<file path="config.mk">
export PLATFORM = sky130hd
export DESIGN_NAME = edcsd_datapath
export DESIGN_NICKNAME = d
export VERILOG_FILES = /design/src/shared/edcsd_pkg.sv /design/src/rtl/edcsd_two_entry_buf.sv /design/src/rtl/edcsd_datapath.sv
export SDC_FILE = /design/constraint.sdc
export NUM_CORES = 1
export LEC_CHECK = 0
export ABC_AREA = 1
export BUFFER_PORTS_ARGS = -buffer_cell sky130_fd_sc_hd__buf_2
export CAP_MARGIN = 20
export CORE_UTILIZATION = 50
export CTS_CLUSTER_SIZE = 24
export DETAILED_ROUTE_END_ITERATION = 12
export PLACE_DENSITY_LB_ADDON = 0.12
export SYNTH_ARGS = -nofsm -noshare
export SYNTH_HDL_FRONTEND = slang
export SYNTH_SLANG_ARGS = --single-unit
</file>
<file path="constraint.sdc">
create_clock -name CLOCK -period 2.95 [get_ports CLOCK]
set_clock_uncertainty 0.1 [all_clocks]
set_input_delay 0.59 -clock CLOCK [delete_from_list [all_inputs] [get_ports CLOCK]]
set_output_delay 0.59 -clock CLOCK [all_outputs]
set_load 0.005 [all_outputs]
</file>
<file path="src/shared/edcsd_pkg.sv">
package edcsd_pkg;

   // Word and lane geometry
   localparam int          DATA_W          = 32;
   localparam int          LANE_W          = 8;
   localparam int          LANES           = 4;
   localparam int          CHECK_W         = 8;

   // APB register map (byte addresses)
   localparam logic [11:0] CTRL_OFFSET     = 12'h000;
   localparam logic [11:0] STATUS_OFFSET   = 12'h004;

   // CTRL fields
   localparam int          CTRL_MODE_LSB   = 0;
   localparam int          CTRL_MODE_W     = 3;
   localparam int          CTRL_ODD_BIT    = 3;
   localparam int          CTRL_BIDIR_BIT  = 4;
   localparam logic [2:0]  MODE_RESET      = 3'h0;
   localparam logic        ODD_RESET       = 1'b0;
   localparam logic        BIDIR_RESET     = 1'b0;

   // Correction is enabled when the two low mode bits match x11
   localparam logic [1:0]  MODE_CORRECT    = 2'h3;

   // STATUS fields
   localparam int          STAT_CNT_LSB    = 0;
   localparam int          STAT_SD_OE_LSB  = 4;
   localparam int          STAT_MD_OE_BIT  = 8;
   localparam int          STAT_CORR_BIT   = 9;
   localparam int          STAT_CB_LSB     = 16;
   localparam int          STAT_OVF_BIT    = 24;

   // Buffer geometry
   localparam int          BUF_DEPTH       = 2;
   localparam int          BUF_CNT_W       = 2;

endpackage

</file>
<file path="src/rtl/edcsd_two_entry_buf.sv">
`timescale 1ns/1ps
module edcsd_two_entry_buf #(
   parameter int WIDTH = 32
) (
   input  wire logic                           clock,
   input  wire logic                           rst_b,
   input  wire logic                           in_valid,
   output logic                                in_ready,
   input  wire logic [WIDTH-1:0]               in_data,
   output logic                                out_valid,
   input  wire logic                           out_ready,
   output logic [WIDTH-1:0]                    out_data,
   output logic [edcsd_pkg::BUF_CNT_W-1:0]     count
);

   logic [WIDTH-1:0]                 head_ff;
   logic [WIDTH-1:0]                 tail_ff;
   logic [edcsd_pkg::BUF_CNT_W-1:0]  cnt_ff;
   logic                             push;
   logic                             pop;

   assign in_ready  = (cnt_ff != 2'(edcsd_pkg::BUF_DEPTH)) || out_ready;
   assign out_valid = (cnt_ff != 2'h0);
   assign push      = in_valid && in_ready;
   assign pop       = out_valid && out_ready;
   assign out_data  = head_ff;
   assign count     = cnt_ff;

   always_ff @(posedge clock or negedge rst_b) begin
      if (!rst_b) begin
         cnt_ff <= 2'h0;
      end else begin
         cnt_ff <= cnt_ff + 2'(push) - 2'(pop);
      end
   end

   // Head always holds the oldest word so out_data is a flop
   always_ff @(posedge clock or negedge rst_b) begin
      if (!rst_b) begin
         head_ff <= '0;
         tail_ff <= '0;
      end else begin
         if (pop) begin
            if (cnt_ff == 2'h2) begin
               head_ff <= tail_ff;
            end else begin
               head_ff <= in_data;
            end
            if (push && cnt_ff == 2'h2) begin
               tail_ff <= in_data;
            end
         end else if (push) begin
            if (cnt_ff == 2'h0) begin
               head_ff <= in_data;
            end else begin
               tail_ff <= in_data;
            end
         end
      end
   end

endmodule

</file>
<file path="src/rtl/edcsd_datapath.sv">
`timescale 1ns/1ps
// Summary of operation
// - Correct memory data only when mode x11
// - Separate buses: unmodified bytes driven for rewrite
// - Separate buses: low-select lanes take system bytes
// - Bidirectional: high-select bytes return to memory pins
// - Low-select lanes steer system byte to memory
// - System latch passes when open, holds otherwise
// - Pipeline latch passes when hold low
// - Pipeline latch feeds system and merge outputs
// - System drivers on only for selected lanes
// - Select n governs bits 8n to 8n+7
// - Memory latch captures data and checkbits
// - Memory drivers on only while enable low
// - Parity even when CTRL odd bit low, else odd
module edcsd_datapath #(
   parameter int DATA_W  = edcsd_pkg::DATA_W,
   parameter int LANES   = edcsd_pkg::LANES,
   parameter int CHECK_W = edcsd_pkg::CHECK_W
) (
   input  wire logic                 CLOCK,
   input  wire logic                 RST_B,
   // APB slave
   input  wire logic                 PSEL,
   input  wire logic                 PENABLE,
   input  wire logic                 PWRITE,
   input  wire logic [11:0]          PADDR,
   input  wire logic [31:0]          PWDATA,
   output logic [31:0]               PRDATA,
   output logic                      PREADY,
   output logic                      PSLVERR,
   // System side
   input  wire logic [DATA_W-1:0]    SYSTEM_DATA_BUS_I,
   output logic [DATA_W-1:0]         SYSTEM_DATA_BUS_O,
   output logic [DATA_W-1:0]         SYSTEM_DATA_BUS_OE,
   input  wire logic [LANES-1:0]     BYTE_LANE_SELECT,
   input  wire logic                 SYSTEM_DRIVE_ENABLE_N,
   input  wire logic                 SYSTEM_LATCH_OPEN,
   input  wire logic                 PIPELINE_LATCH_HOLD,
   output logic [LANES-1:0]          BYTE_PARITY_PINS_O,
   output logic [LANES-1:0]          BYTE_PARITY_PINS_OE,
   // Memory side
   input  wire logic [DATA_W-1:0]    MEMORY_DATA_BUS_I,
   output logic [DATA_W-1:0]         MEMORY_DATA_BUS_O,
   output logic [DATA_W-1:0]         MEMORY_DATA_BUS_OE,
   input  wire logic                 MEMORY_LATCH_OPEN,
   input  wire logic                 MEMORY_DRIVE_ENABLE_N,
   input  wire logic [CHECK_W-1:0]   CHECKBIT_IN,
   // Syndrome logic hookup
   input  wire logic [DATA_W-1:0]    CORRECTION_VECTOR,
   output logic [CHECK_W-1:0]        LATCHED_CHECKBITS,
   output logic [DATA_W-1:0]         MERGED_WORD,
   output logic                      MEMORY_WORD_READY
);

   localparam int LW = edcsd_pkg::LANE_W;

   // ------------------------------------------------------------------
   // Control registers
   // ------------------------------------------------------------------
   logic [2:0]                       mode_ff;
   logic                             odd_parity_ff;
   logic                             bidir_ff;
   logic                             overflow_ff;
   logic [31:0]                      prdata_ff;
   logic                             pslverr_ff;

   logic                             apb_setup;
   logic                             apb_access;
   logic                             addr_ctrl;
   logic                             addr_status;
   logic                             addr_hit;
   logic [31:0]                      ctrl_view;
   logic [31:0]                      status_view;
   logic [31:0]                      nxt_prdata;

   // ------------------------------------------------------------------
   // Latches and data path
   // ------------------------------------------------------------------
   logic [DATA_W-1:0]                sys_hold_ff;
   logic [DATA_W-1:0]                sys_latched;
   logic [DATA_W-1:0]                mem_hold_ff;
   logic [CHECK_W-1:0]               cb_hold_ff;
   logic [DATA_W-1:0]                mem_latched;
   logic [DATA_W-1:0]                corrected_word;
   logic                             correct_en;
   logic [DATA_W-1:0]                pipe_hold_ff;
   logic [DATA_W-1:0]                pipe_source;
   logic [DATA_W-1:0]                pipe_latched;
   logic                             mem_open_d_ff;
   logic                             pipe_hold_d_ff;
   logic                             mem_close_evt;
   logic                             pipe_close_evt;

   logic                             buf_in_ready;
   logic                             buf_out_valid;
   logic [DATA_W-1:0]                buf_out_data;
   logic [edcsd_pkg::BUF_CNT_W-1:0]  buf_count;

   logic [LANES-1:0]                 sd_lane_drive;
   logic                             md_drive;
   logic [DATA_W-1:0]                merged;
   logic [LANES-1:0]                 parity;

   // ------------------------------------------------------------------
   // APB decode; zero wait states, read data staged in setup cycle
   // ------------------------------------------------------------------
   assign apb_setup   = PSEL && !PENABLE;
   assign apb_access  = PSEL && PENABLE;
   assign addr_ctrl   = (PADDR == edcsd_pkg::CTRL_OFFSET);
   assign addr_status = (PADDR == edcsd_pkg::STATUS_OFFSET);
   assign addr_hit    = addr_ctrl || addr_status;

   always_comb begin
      ctrl_view = '0;
      ctrl_view[edcsd_pkg::CTRL_MODE_LSB +: edcsd_pkg::CTRL_MODE_W] = mode_ff;
      ctrl_view[edcsd_pkg::CTRL_ODD_BIT]                            = odd_parity_ff;
      ctrl_view[edcsd_pkg::CTRL_BIDIR_BIT]                          = bidir_ff;
   end

   always_comb begin
      status_view = '0;
      status_view[edcsd_pkg::STAT_CNT_LSB +: edcsd_pkg::BUF_CNT_W] = buf_count;
      status_view[edcsd_pkg::STAT_SD_OE_LSB +: 4]                  = 4'(sd_lane_drive);
      status_view[edcsd_pkg::STAT_MD_OE_BIT]                       = md_drive;
      status_view[edcsd_pkg::STAT_CORR_BIT]                        = correct_en;
      status_view[edcsd_pkg::STAT_CB_LSB +: 8]                     = 8'(cb_hold_ff);
      status_view[edcsd_pkg::STAT_OVF_BIT]                         = overflow_ff;
   end

   always_comb begin
      if (addr_ctrl) begin
         nxt_prdata = ctrl_view;
      end else if (addr_status) begin
         nxt_prdata = status_view;
      end else begin
         nxt_prdata = 32'h0000_0000;
      end
   end

   always_ff @(posedge CLOCK or negedge RST_B) begin
      if (!RST_B) begin
         prdata_ff  <= 32'h0000_0000;
         pslverr_ff <= 1'b0;
      end else if (apb_setup) begin
         prdata_ff  <= PWRITE ? 32'h0000_0000 : nxt_prdata;
         pslverr_ff <= !addr_hit;
      end
   end

   assign PRDATA  = prdata_ff;
   assign PREADY  = 1'b1;
   assign PSLVERR = apb_access && pslverr_ff;

   // CTRL write takes effect at the access edge
   always_ff @(posedge CLOCK or negedge RST_B) begin
      if (!RST_B) begin
         mode_ff       <= edcsd_pkg::MODE_RESET;
         odd_parity_ff <= edcsd_pkg::ODD_RESET;
         bidir_ff      <= edcsd_pkg::BIDIR_RESET;
      end else if (apb_access && PWRITE && addr_ctrl) begin
         mode_ff       <= PWDATA[edcsd_pkg::CTRL_MODE_LSB +: edcsd_pkg::CTRL_MODE_W];
         odd_parity_ff <= PWDATA[edcsd_pkg::CTRL_ODD_BIT];
         bidir_ff      <= PWDATA[edcsd_pkg::CTRL_BIDIR_BIT];
      end
   end

   // ------------------------------------------------------------------
   // System input latch: open high, hold low
   // ------------------------------------------------------------------
   always_ff @(posedge CLOCK or negedge RST_B) begin
      if (!RST_B) begin
         sys_hold_ff <= '0;
      end else if (SYSTEM_LATCH_OPEN) begin
         sys_hold_ff <= SYSTEM_DATA_BUS_I;
      end
   end

   // Mux keeps the latch transparent within the cycle, not one edge late
   assign sys_latched = SYSTEM_LATCH_OPEN ? SYSTEM_DATA_BUS_I : sys_hold_ff;

   // ------------------------------------------------------------------
   // Memory input latch: data and checkbits together
   // ------------------------------------------------------------------
   always_ff @(posedge CLOCK or negedge RST_B) begin
      if (!RST_B) begin
         mem_hold_ff <= '0;
         cb_hold_ff  <= '0;
      end else if (MEMORY_LATCH_OPEN) begin
         mem_hold_ff <= MEMORY_DATA_BUS_I;
         cb_hold_ff  <= CHECKBIT_IN;
      end
   end

   assign mem_latched       = MEMORY_LATCH_OPEN ? MEMORY_DATA_BUS_I : mem_hold_ff;
   assign LATCHED_CHECKBITS = MEMORY_LATCH_OPEN ? CHECKBIT_IN : cb_hold_ff;

   // Upper mode bit is a don't-care for the correct decision
   assign correct_en     = (mode_ff[1:0] == edcsd_pkg::MODE_CORRECT);
   assign corrected_word = correct_en ? (mem_latched ^ CORRECTION_VECTOR) : mem_latched;

   // ------------------------------------------------------------------
   // Word buffer between memory latch and pipeline latch.
   // A word is pushed when the memory latch closes and popped when the
   // pipeline latch closes; up to 2 words wait for a slow pipeline stage, and a word arriving while both are full is dropped unless one pops in that cycle.
   // ------------------------------------------------------------------
   always_ff @(posedge CLOCK or negedge RST_B) begin
      if (!RST_B) begin
         mem_open_d_ff  <= 1'b0;
         pipe_hold_d_ff <= 1'b0;
      end else begin
         mem_open_d_ff  <= MEMORY_LATCH_OPEN;
         pipe_hold_d_ff <= PIPELINE_LATCH_HOLD;
      end
   end

   assign mem_close_evt  = mem_open_d_ff && !MEMORY_LATCH_OPEN;
   assign pipe_close_evt = !pipe_hold_d_ff && PIPELINE_LATCH_HOLD;

   edcsd_two_entry_buf #(
      .WIDTH (DATA_W)
   ) u_word_buf (
      .clock     (CLOCK),
      .rst_b     (RST_B),
      .in_valid  (mem_close_evt),
      .in_ready  (buf_in_ready),
      .in_data   (corrected_word),
      .out_valid (buf_out_valid),
      .out_ready (pipe_close_evt),
      .out_data  (buf_out_data),
      .count     (buf_count)
   );

   // Controller must not close the memory latch again while this is low
   assign MEMORY_WORD_READY = buf_in_ready;

   // Sticky flag: a closing edge that found the buffer full with no pop in that cycle
   always_ff @(posedge CLOCK or negedge RST_B) begin
      if (!RST_B) begin
         overflow_ff <= 1'b0;
      end else if (mem_close_evt && !buf_in_ready) begin
         overflow_ff <= 1'b1;
      end else if (apb_access && PWRITE && addr_status && PWDATA[edcsd_pkg::STAT_OVF_BIT]) begin
         overflow_ff <= 1'b0;
      end
   end

   // ------------------------------------------------------------------
   // Pipeline latch: transparent while hold is low
   // ------------------------------------------------------------------
   // Empty buffer means flow-through: the live corrected word is seen
   assign pipe_source = buf_out_valid ? buf_out_data : corrected_word;

   always_ff @(posedge CLOCK or negedge RST_B) begin
      if (!RST_B) begin
         pipe_hold_ff <= '0;
      end else if (!PIPELINE_LATCH_HOLD) begin
         pipe_hold_ff <= pipe_source;
      end
   end

   // Hold low all the time passes pipe_source through, but the buffer never pops, so a pushed word stays at the output
   assign pipe_latched = PIPELINE_LATCH_HOLD ? pipe_hold_ff : pipe_source;

   // ------------------------------------------------------------------
   // Per-lane steering, drive enables and parity
   // ------------------------------------------------------------------
   assign md_drive = !MEMORY_DRIVE_ENABLE_N;

   genvar g;
   generate
      for (g = 0; g < LANES; g++) begin : g_lane
         // Lane g covers bits 8g .. 8g+7
         assign sd_lane_drive[g] = !SYSTEM_DRIVE_ENABLE_N && BYTE_LANE_SELECT[g];

         // High select: old byte from pipeline; low: new byte from system
         assign merged[g*LW +: LW] = BYTE_LANE_SELECT[g] ? pipe_latched[g*LW +: LW]
                                                          : sys_latched[g*LW +: LW];

         assign SYSTEM_DATA_BUS_O[g*LW +: LW]  = pipe_latched[g*LW +: LW];
         assign SYSTEM_DATA_BUS_OE[g*LW +: LW] = {LW{sd_lane_drive[g]}};

         assign parity[g]              = (^pipe_latched[g*LW +: LW]) ^ odd_parity_ff;
         assign BYTE_PARITY_PINS_O[g]  = parity[g];
         assign BYTE_PARITY_PINS_OE[g] = sd_lane_drive[g];
      end
   endgenerate

   // Checkbit generator always sees the merged word in either configuration
   assign MERGED_WORD = merged;

   // Same merge in either configuration; the config bit is software-visible only
   assign MEMORY_DATA_BUS_O  = merged;
   assign MEMORY_DATA_BUS_OE = {DATA_W{md_drive}};

endmodule

</file>
# Yosys cells after proc, flatten, opt, wreduce, memory -nomap -nowiden

Cells that the tools add are included.

Bitwise logic cells: 5
Eq/ne operators: 6
Multiplexer cells: 23
Reduce and logical (&&, ||, !) cells: 38
Add/sub/neg operators: 2

Operators by type and width:

| operator            | count |
|---|---|
| $mux 32             | 15 |
| $mux 8              | 5 |
| $reduce_xor 8->1    | 4 |
| $xor 32x32->32      | 1 |
| $mux 25             | 1 |
| $logic_and 1x1->1   | 17 |
| $eq 12x3->1 const B | 1 |
| $logic_not 12->1    | 1 |
| $reduce_bool 2->1   | 4 |
| $logic_not 1->1     | 7 |
| $eq 2x2->1 const B  | 2 |
| $ne 2x2->1 const B  | 2 |
| $xor 1x1->1         | 4 |
| $reduce_and 3->1    | 1 |
| $add 2x1->2         | 1 |
| $logic_not 2->1     | 1 |
| $logic_or 1x1->1    | 2 |
| $mux 1              | 2 |
| $ne 2x1->1 const B  | 1 |
| $reduce_and 2->1    | 1 |
| $sub 2x1->2         | 1 |

Register bits after elaboration: 211
Word-level logic and storage cells: 89
Input port bits: 162
Output and inout bits: 211

# Logic depth before layout (Yosys ltp)

Depth after elaboration: 7
Gate-level depth with buffers: 18
Depth with buffers taken out: 17

# Cells and area by module

Synthesis repeated with hierarchy kept, for this count alone.

Cell total of the unflattened synthesis: 1650
Area total of the unflattened synthesis: 11831.3 µm²

Modules (own cells, without submodules):

| module              | seq. area each (µm²) | times used | area an instance (µm²) | cells each |
|---|---|---|---|---|
| edcsd_datapath      | 3303.2               | 1          | 8430.6                 | 1211 |
| edcsd_two_entry_buf | 1651.6               | 1          | 3400.8                 | 439 |

# Worst setup path after synthesis

Ideal clock, no wire load.

Path type: in2out
Start: input SYSTEM_LATCH_OPEN
End: output MERGED_WORD[14]
Arrival time: 1.813 ns
Required time: 2.260 ns
Path slack: 0.447 ns
Buffers on the path: 3
Stages on the path: 6
Cells stage by stage: clkbuf_1 > buf_1 > mux2_2 > nand2_1 > o21ai_0 > buf_4

Word-level cells in the longest chain between the ends: 2

RTL lines:

| element                   | line                  | text |
|---|---|---|
| start, declared           | edcsd_datapath.sv:38  | `input wire logic SYSTEM_LATCH_OPEN,` |
| $mux 32                   | -                     |  |
| named net sys_latched[14] | edcsd_datapath.sv:81  | `logic [DATA_W-1:0] sys_latched;` |
| $mux 8                    | edcsd_datapath.sv:277 | `assign merged[g*LW +: LW] = BYTE_LANE_SELECT[g] ? pipe_latched[g*LW +: LW]` |
| end, declared             | edcsd_datapath.sv:52  | `output logic [DATA_W-1:0] MERGED_WORD,` |

The timed path passes the listed nets, and every way through them passes these cells.

# Worst setup path after layout

Start: register mode_ff[0]
End: output BYTE_PARITY_PINS_O[3]

Word-level cells in the longest chain between the ends: 6

RTL lines:

| element                | line                  | text |
|---|---|---|
| start, declared        | edcsd_datapath.sv:61  | `logic [2:0] mode_ff;` |
| start signal, assigned | edcsd_datapath.sv:158 | `mode_ff <= edcsd_pkg::MODE_RESET;` |
| start signal, assigned | edcsd_datapath.sv:162 | `mode_ff <= PWDATA[edcsd_pkg::CTRL_MODE_LSB +: edcsd_pkg::CTRL_MODE_W];` |
| $eq 2x2->1             | edcsd_datapath.sv:199 | `assign correct_en = (mode_ff[1:0] == edcsd_pkg::MODE_CORRECT);` |
| $mux 32                | edcsd_datapath.sv:200 | `assign corrected_word = correct_en ? (mem_latched ^ CORRECTION_VECTOR) : mem_latched;` |
| $mux 32                | edcsd_datapath.sv:252 | `assign pipe_source = buf_out_valid ? buf_out_data : corrected_word;` |
| $mux 32                | edcsd_datapath.sv:263 | `assign pipe_latched = PIPELINE_LATCH_HOLD ? pipe_hold_ff : pipe_source;` |
| $reduce_xor 8->1       | edcsd_datapath.sv:283 | `assign parity[g] = (^pipe_latched[g*LW +: LW]) ^ odd_parity_ff;` |
| $xor 1x1->1            | edcsd_datapath.sv:283 |  |
| end, declared          | edcsd_datapath.sv:40  | `output logic [LANES-1:0] BYTE_PARITY_PINS_O,` |

Every way passes these cells.

==> metrics.cfg <==
[outcome]
status=finished with violations
violations=negative setup slack

[sta]
tightest_slew_ns=0.755
worst_slew_margin_rel_pct=49.6
fin_crit_ns=3.10
rsz0062_at_grt=true
period_share_pct=105
fin_ws_ns=-0.146
max_freq_mhz=323
hold_viol_final=0
slew_viol_final=0
setup_violations=4

[finish]
final_cells=2034
fillers=1899
final_layout_size_suffix_gt1_share_pct=39.4
final_core_util_pct=66.3
syn_to_final_growth_pct=28.9
seq_area_mm2=0.00496
antenna_cells=0
nNetsFinal=1910
multi_input_area_mm2=0.00480

[floorplanning]
die_w_um=150
num_io_pins=373
die-area_mm2=0.0224
core_area_mm2=0.0212
dieHeight_um=150
start_util_pct=51.4
fp-row-count=53

[power_and_ir_drop]
switching_share_pct=39.3
pwr-share-comb_pct=47.5
p_clk_share_pct=19.9
power_frac_seq_pct=32.6
leakage_nw=7.76
p_per_area_mw_per_mm2=808
p_sw_mw=4.46
internal-power_mw=6.89
ir_drop_mv=0.596

[routing]
ant_nets=0
dr.pass1.iters=4
totalWireLength_um=29600
via_per_inst=5.02
wl_per_cell_um=14.5
route.detailed.drc=0
drt_iter0_markers=390
num_vias=10200

[clock_tree]
path_clk_slew_ns=0.08
cts_hold_buf=0
cts_tree=done
h-tree-depth=4
clk_latency_ns=0.44
clk_path_buf_depth=2
cts_sinks=198
cts_inserted_buffers=17
root_buffer=clkbuf_16

[synthesis]
syn_avg_cell_area_um2=7.67
synth_area_leader_cell=dfrtp_1
synth.top_cell.area_share_pct=45.4
ys_warn_count=0
synth_edf_count=0
ys.flop_type=dfrtp_1
synthArstFlopShare_pct=100
yosysMostFrequentCell=nand2_1
synth_cell_type_count=32
yosys-top-cells-area=dfrtp_1 (45%), nand2_1 (17%), buf_4 (8.3%)
synth-seq-cells=198
synth_area_mm2=0.0109
ys_seq_area_share_pct=45.4
synthTopCellsByCount=nand2_1 (499), dfrtp_1 (198), buf_4 (121), inv_1 (121), o21ai_0 (107)
synthCells=1422

[worst_setup_path]
crit_family=simple AND/OR/NAND/NOR gates
crit_path_end=BYTE_PARITY_PINS_O[3]
crit_start=mode_ff[0]$_DFFE_PN0P_
critPathMaxFanout=11
path_common_cell=nand2_1
reg2regPathDepth=10
rr_startpoint=u_word_buf.count[0]$_DFF_PN0_
path_class=register to output pin
worst-path-stages=16
startpoint_type=register
path_cells=buf_12 -> buf_12 -> nand3_1 -> nand3_1 -> nand2_2 -> nand2_2 -> a21oi_2 -> nand2_1 -> nand2_2 -> inv_2 -> nand2_1 -> nand2_1 -> nand2_1 -> nand3_1 -> nand2_1 -> buf_2
reg2reg_to=u_word_buf.count[1]$_DFF_PN0_
cp-end-kind=output pin
critPathRequiredTime_ns=2.26
crit_slowest_cell=dfrtp_2
critPathMaxStageDelay_ns=0.44
critPathBufInv=4
r2r_slack_ns=0.97
cp.arrival_ns=2.41

[place]
pre_cts_ws_ns=-0.132
dp_cells=1975
hpwlAfterDp_um=20900
io_buffer_count=332
routabilityCongestion=0.774

[global_routing]
grt_pass1_vias=9440
antenna_found_initial=1
grt_overflow=0
met1_usage_pct=32.1
global_route.usage.met3_pct=4.45
grt_max_degree=67
grt_use_total_pct=26.5
grt_pass1_wl_um=46300
met2_usage_pct=47.2
grt.busiest_layer=met2

[hold_path]
hold_class=primary input to asynchronous set/reset pin

[job]
maxCapViolCount=0

-- power groups by stage --
stage          Clock (mW)  Sequential, mW  Combinational, mW
2_1_floorplan           0            3.68               2.93
3_3_place_gp            0            3.72               4.61
3_5_place_dp            0            3.75               4.72
4_1_cts              2.31            3.69               4.96
5_1_grt              2.41            3.77               6.07
6_report             2.26            3.70               5.39
-- flip-flops by register name, summed over array words and instances (netlist names), 2 cells and up --
signal,cells
mem_hold_ff,32
pipe_hold_ff,32
sys_hold_ff,32
u_word_buf.out_data,32
u_word_buf.tail_ff,32
PRDATA,19
cb_hold_ff,8
mode_ff,3
u_word_buf.count,2
-- per-layer routing --
layer	routed length, µm	up-vias
met4	733	2
met3	1270	52
met2	15400	283
met5	13	-
li1	-	5043
met1	12200	4827
-- metrics by stage --
stage	hold WS (ns)	total power [mW]	instance area (µm²)	TNS, ns
2_1_floorplan	0.194	6.61	11000	0
3_3_place_gp	0.367	8.33	12700	-0.247
3_5_place_dp	0.380	8.47	12700	-0.458
4_1_cts	0.0638	11.0	13600	-0.587
5_1_grt	0.0647	12.3	14100	-1.56
6_report	0.0426	11.4	14100	-0.466
-- cell type report --
type                    count  share of cell area [%]
inverters                 131                    3.53
clock buffers              17                    3.03
flip-flops and latches    198                    35.3
multi-input cells         934                    34.1
well taps                 275                    2.45
repair buffers            464                    20.7
clock inverters            15                   0.943
-- timing repair --
item / 4_1_cts / 5_1_grt
gates resized for setup: 69 / 117
gates cloned: 1 / 2
pin swaps: 8 / 49
setup buffers: 7 / 18
setup endpoints to repair: 38 / 62
-- logic make-up after synthesis --
kind of cell             Yosys count  synth area share [%]
AND/OR/NAND/NOR                  662                  24.1
buffers and inverters            302                  15.1
AO/OA/AOI/OAI                    218                  11.1
flip-flops                       198                  45.4
multiplexers                      36                  3.72
adder cells (fa/ha/maj)            2                 0.229
other                              2                0.0689
XOR/XNOR                           2                 0.161
-- worst min path at each step --
stage	start	end	slack, ns	cells after the start
global placement	mem_hold_ff[29]$_DFF_PN0_	mem_hold_ff[29]$_DFF_PN0_	0.37	2
detailed placement	mem_hold_ff[7]$_DFF_PN0_	mem_hold_ff[7]$_DFF_PN0_	0.38	2
finish	RST_B	cb_hold_ff[6]$_DFF_PN0_	0.04	1
CTS	RST_B	cb_hold_ff[6]$_DFF_PN0_	0.06	1
global route	RST_B	cb_hold_ff[6]$_DFF_PN0_	0.06	1
floorplan	RST_B	PRDATA[0]$_DFFE_PN0P_	0.19	0
-- worst register-to-register path, cell delays in order, from the launching register on --
cell	delay, ns
dfrtp_1	0.39
inv_2	0.09
nand2_2	0.11
inv_4	0.12
buf_8	0.18
nor2_1	0.09
ha_1	0.27
inv_1	0.04
ha_1	0.18
xnor2_1	0.19
xor2_1	0.15
-- cell usage in the layout (no fill, tap or decap), drive strengths merged, types with 20 or more instances in the layout --
master  synthesis  routed
inv           131     142
o211ai         32      32
clkbuf         25      20
buf           146     461
dfrtp         198     198
nand3          77      77
mux2           36      36
nor2           69      69
nand2         509     509
o21ai         107     107
a21oi          68      68
Note: power is estimated with default switching activity, not from simulation.
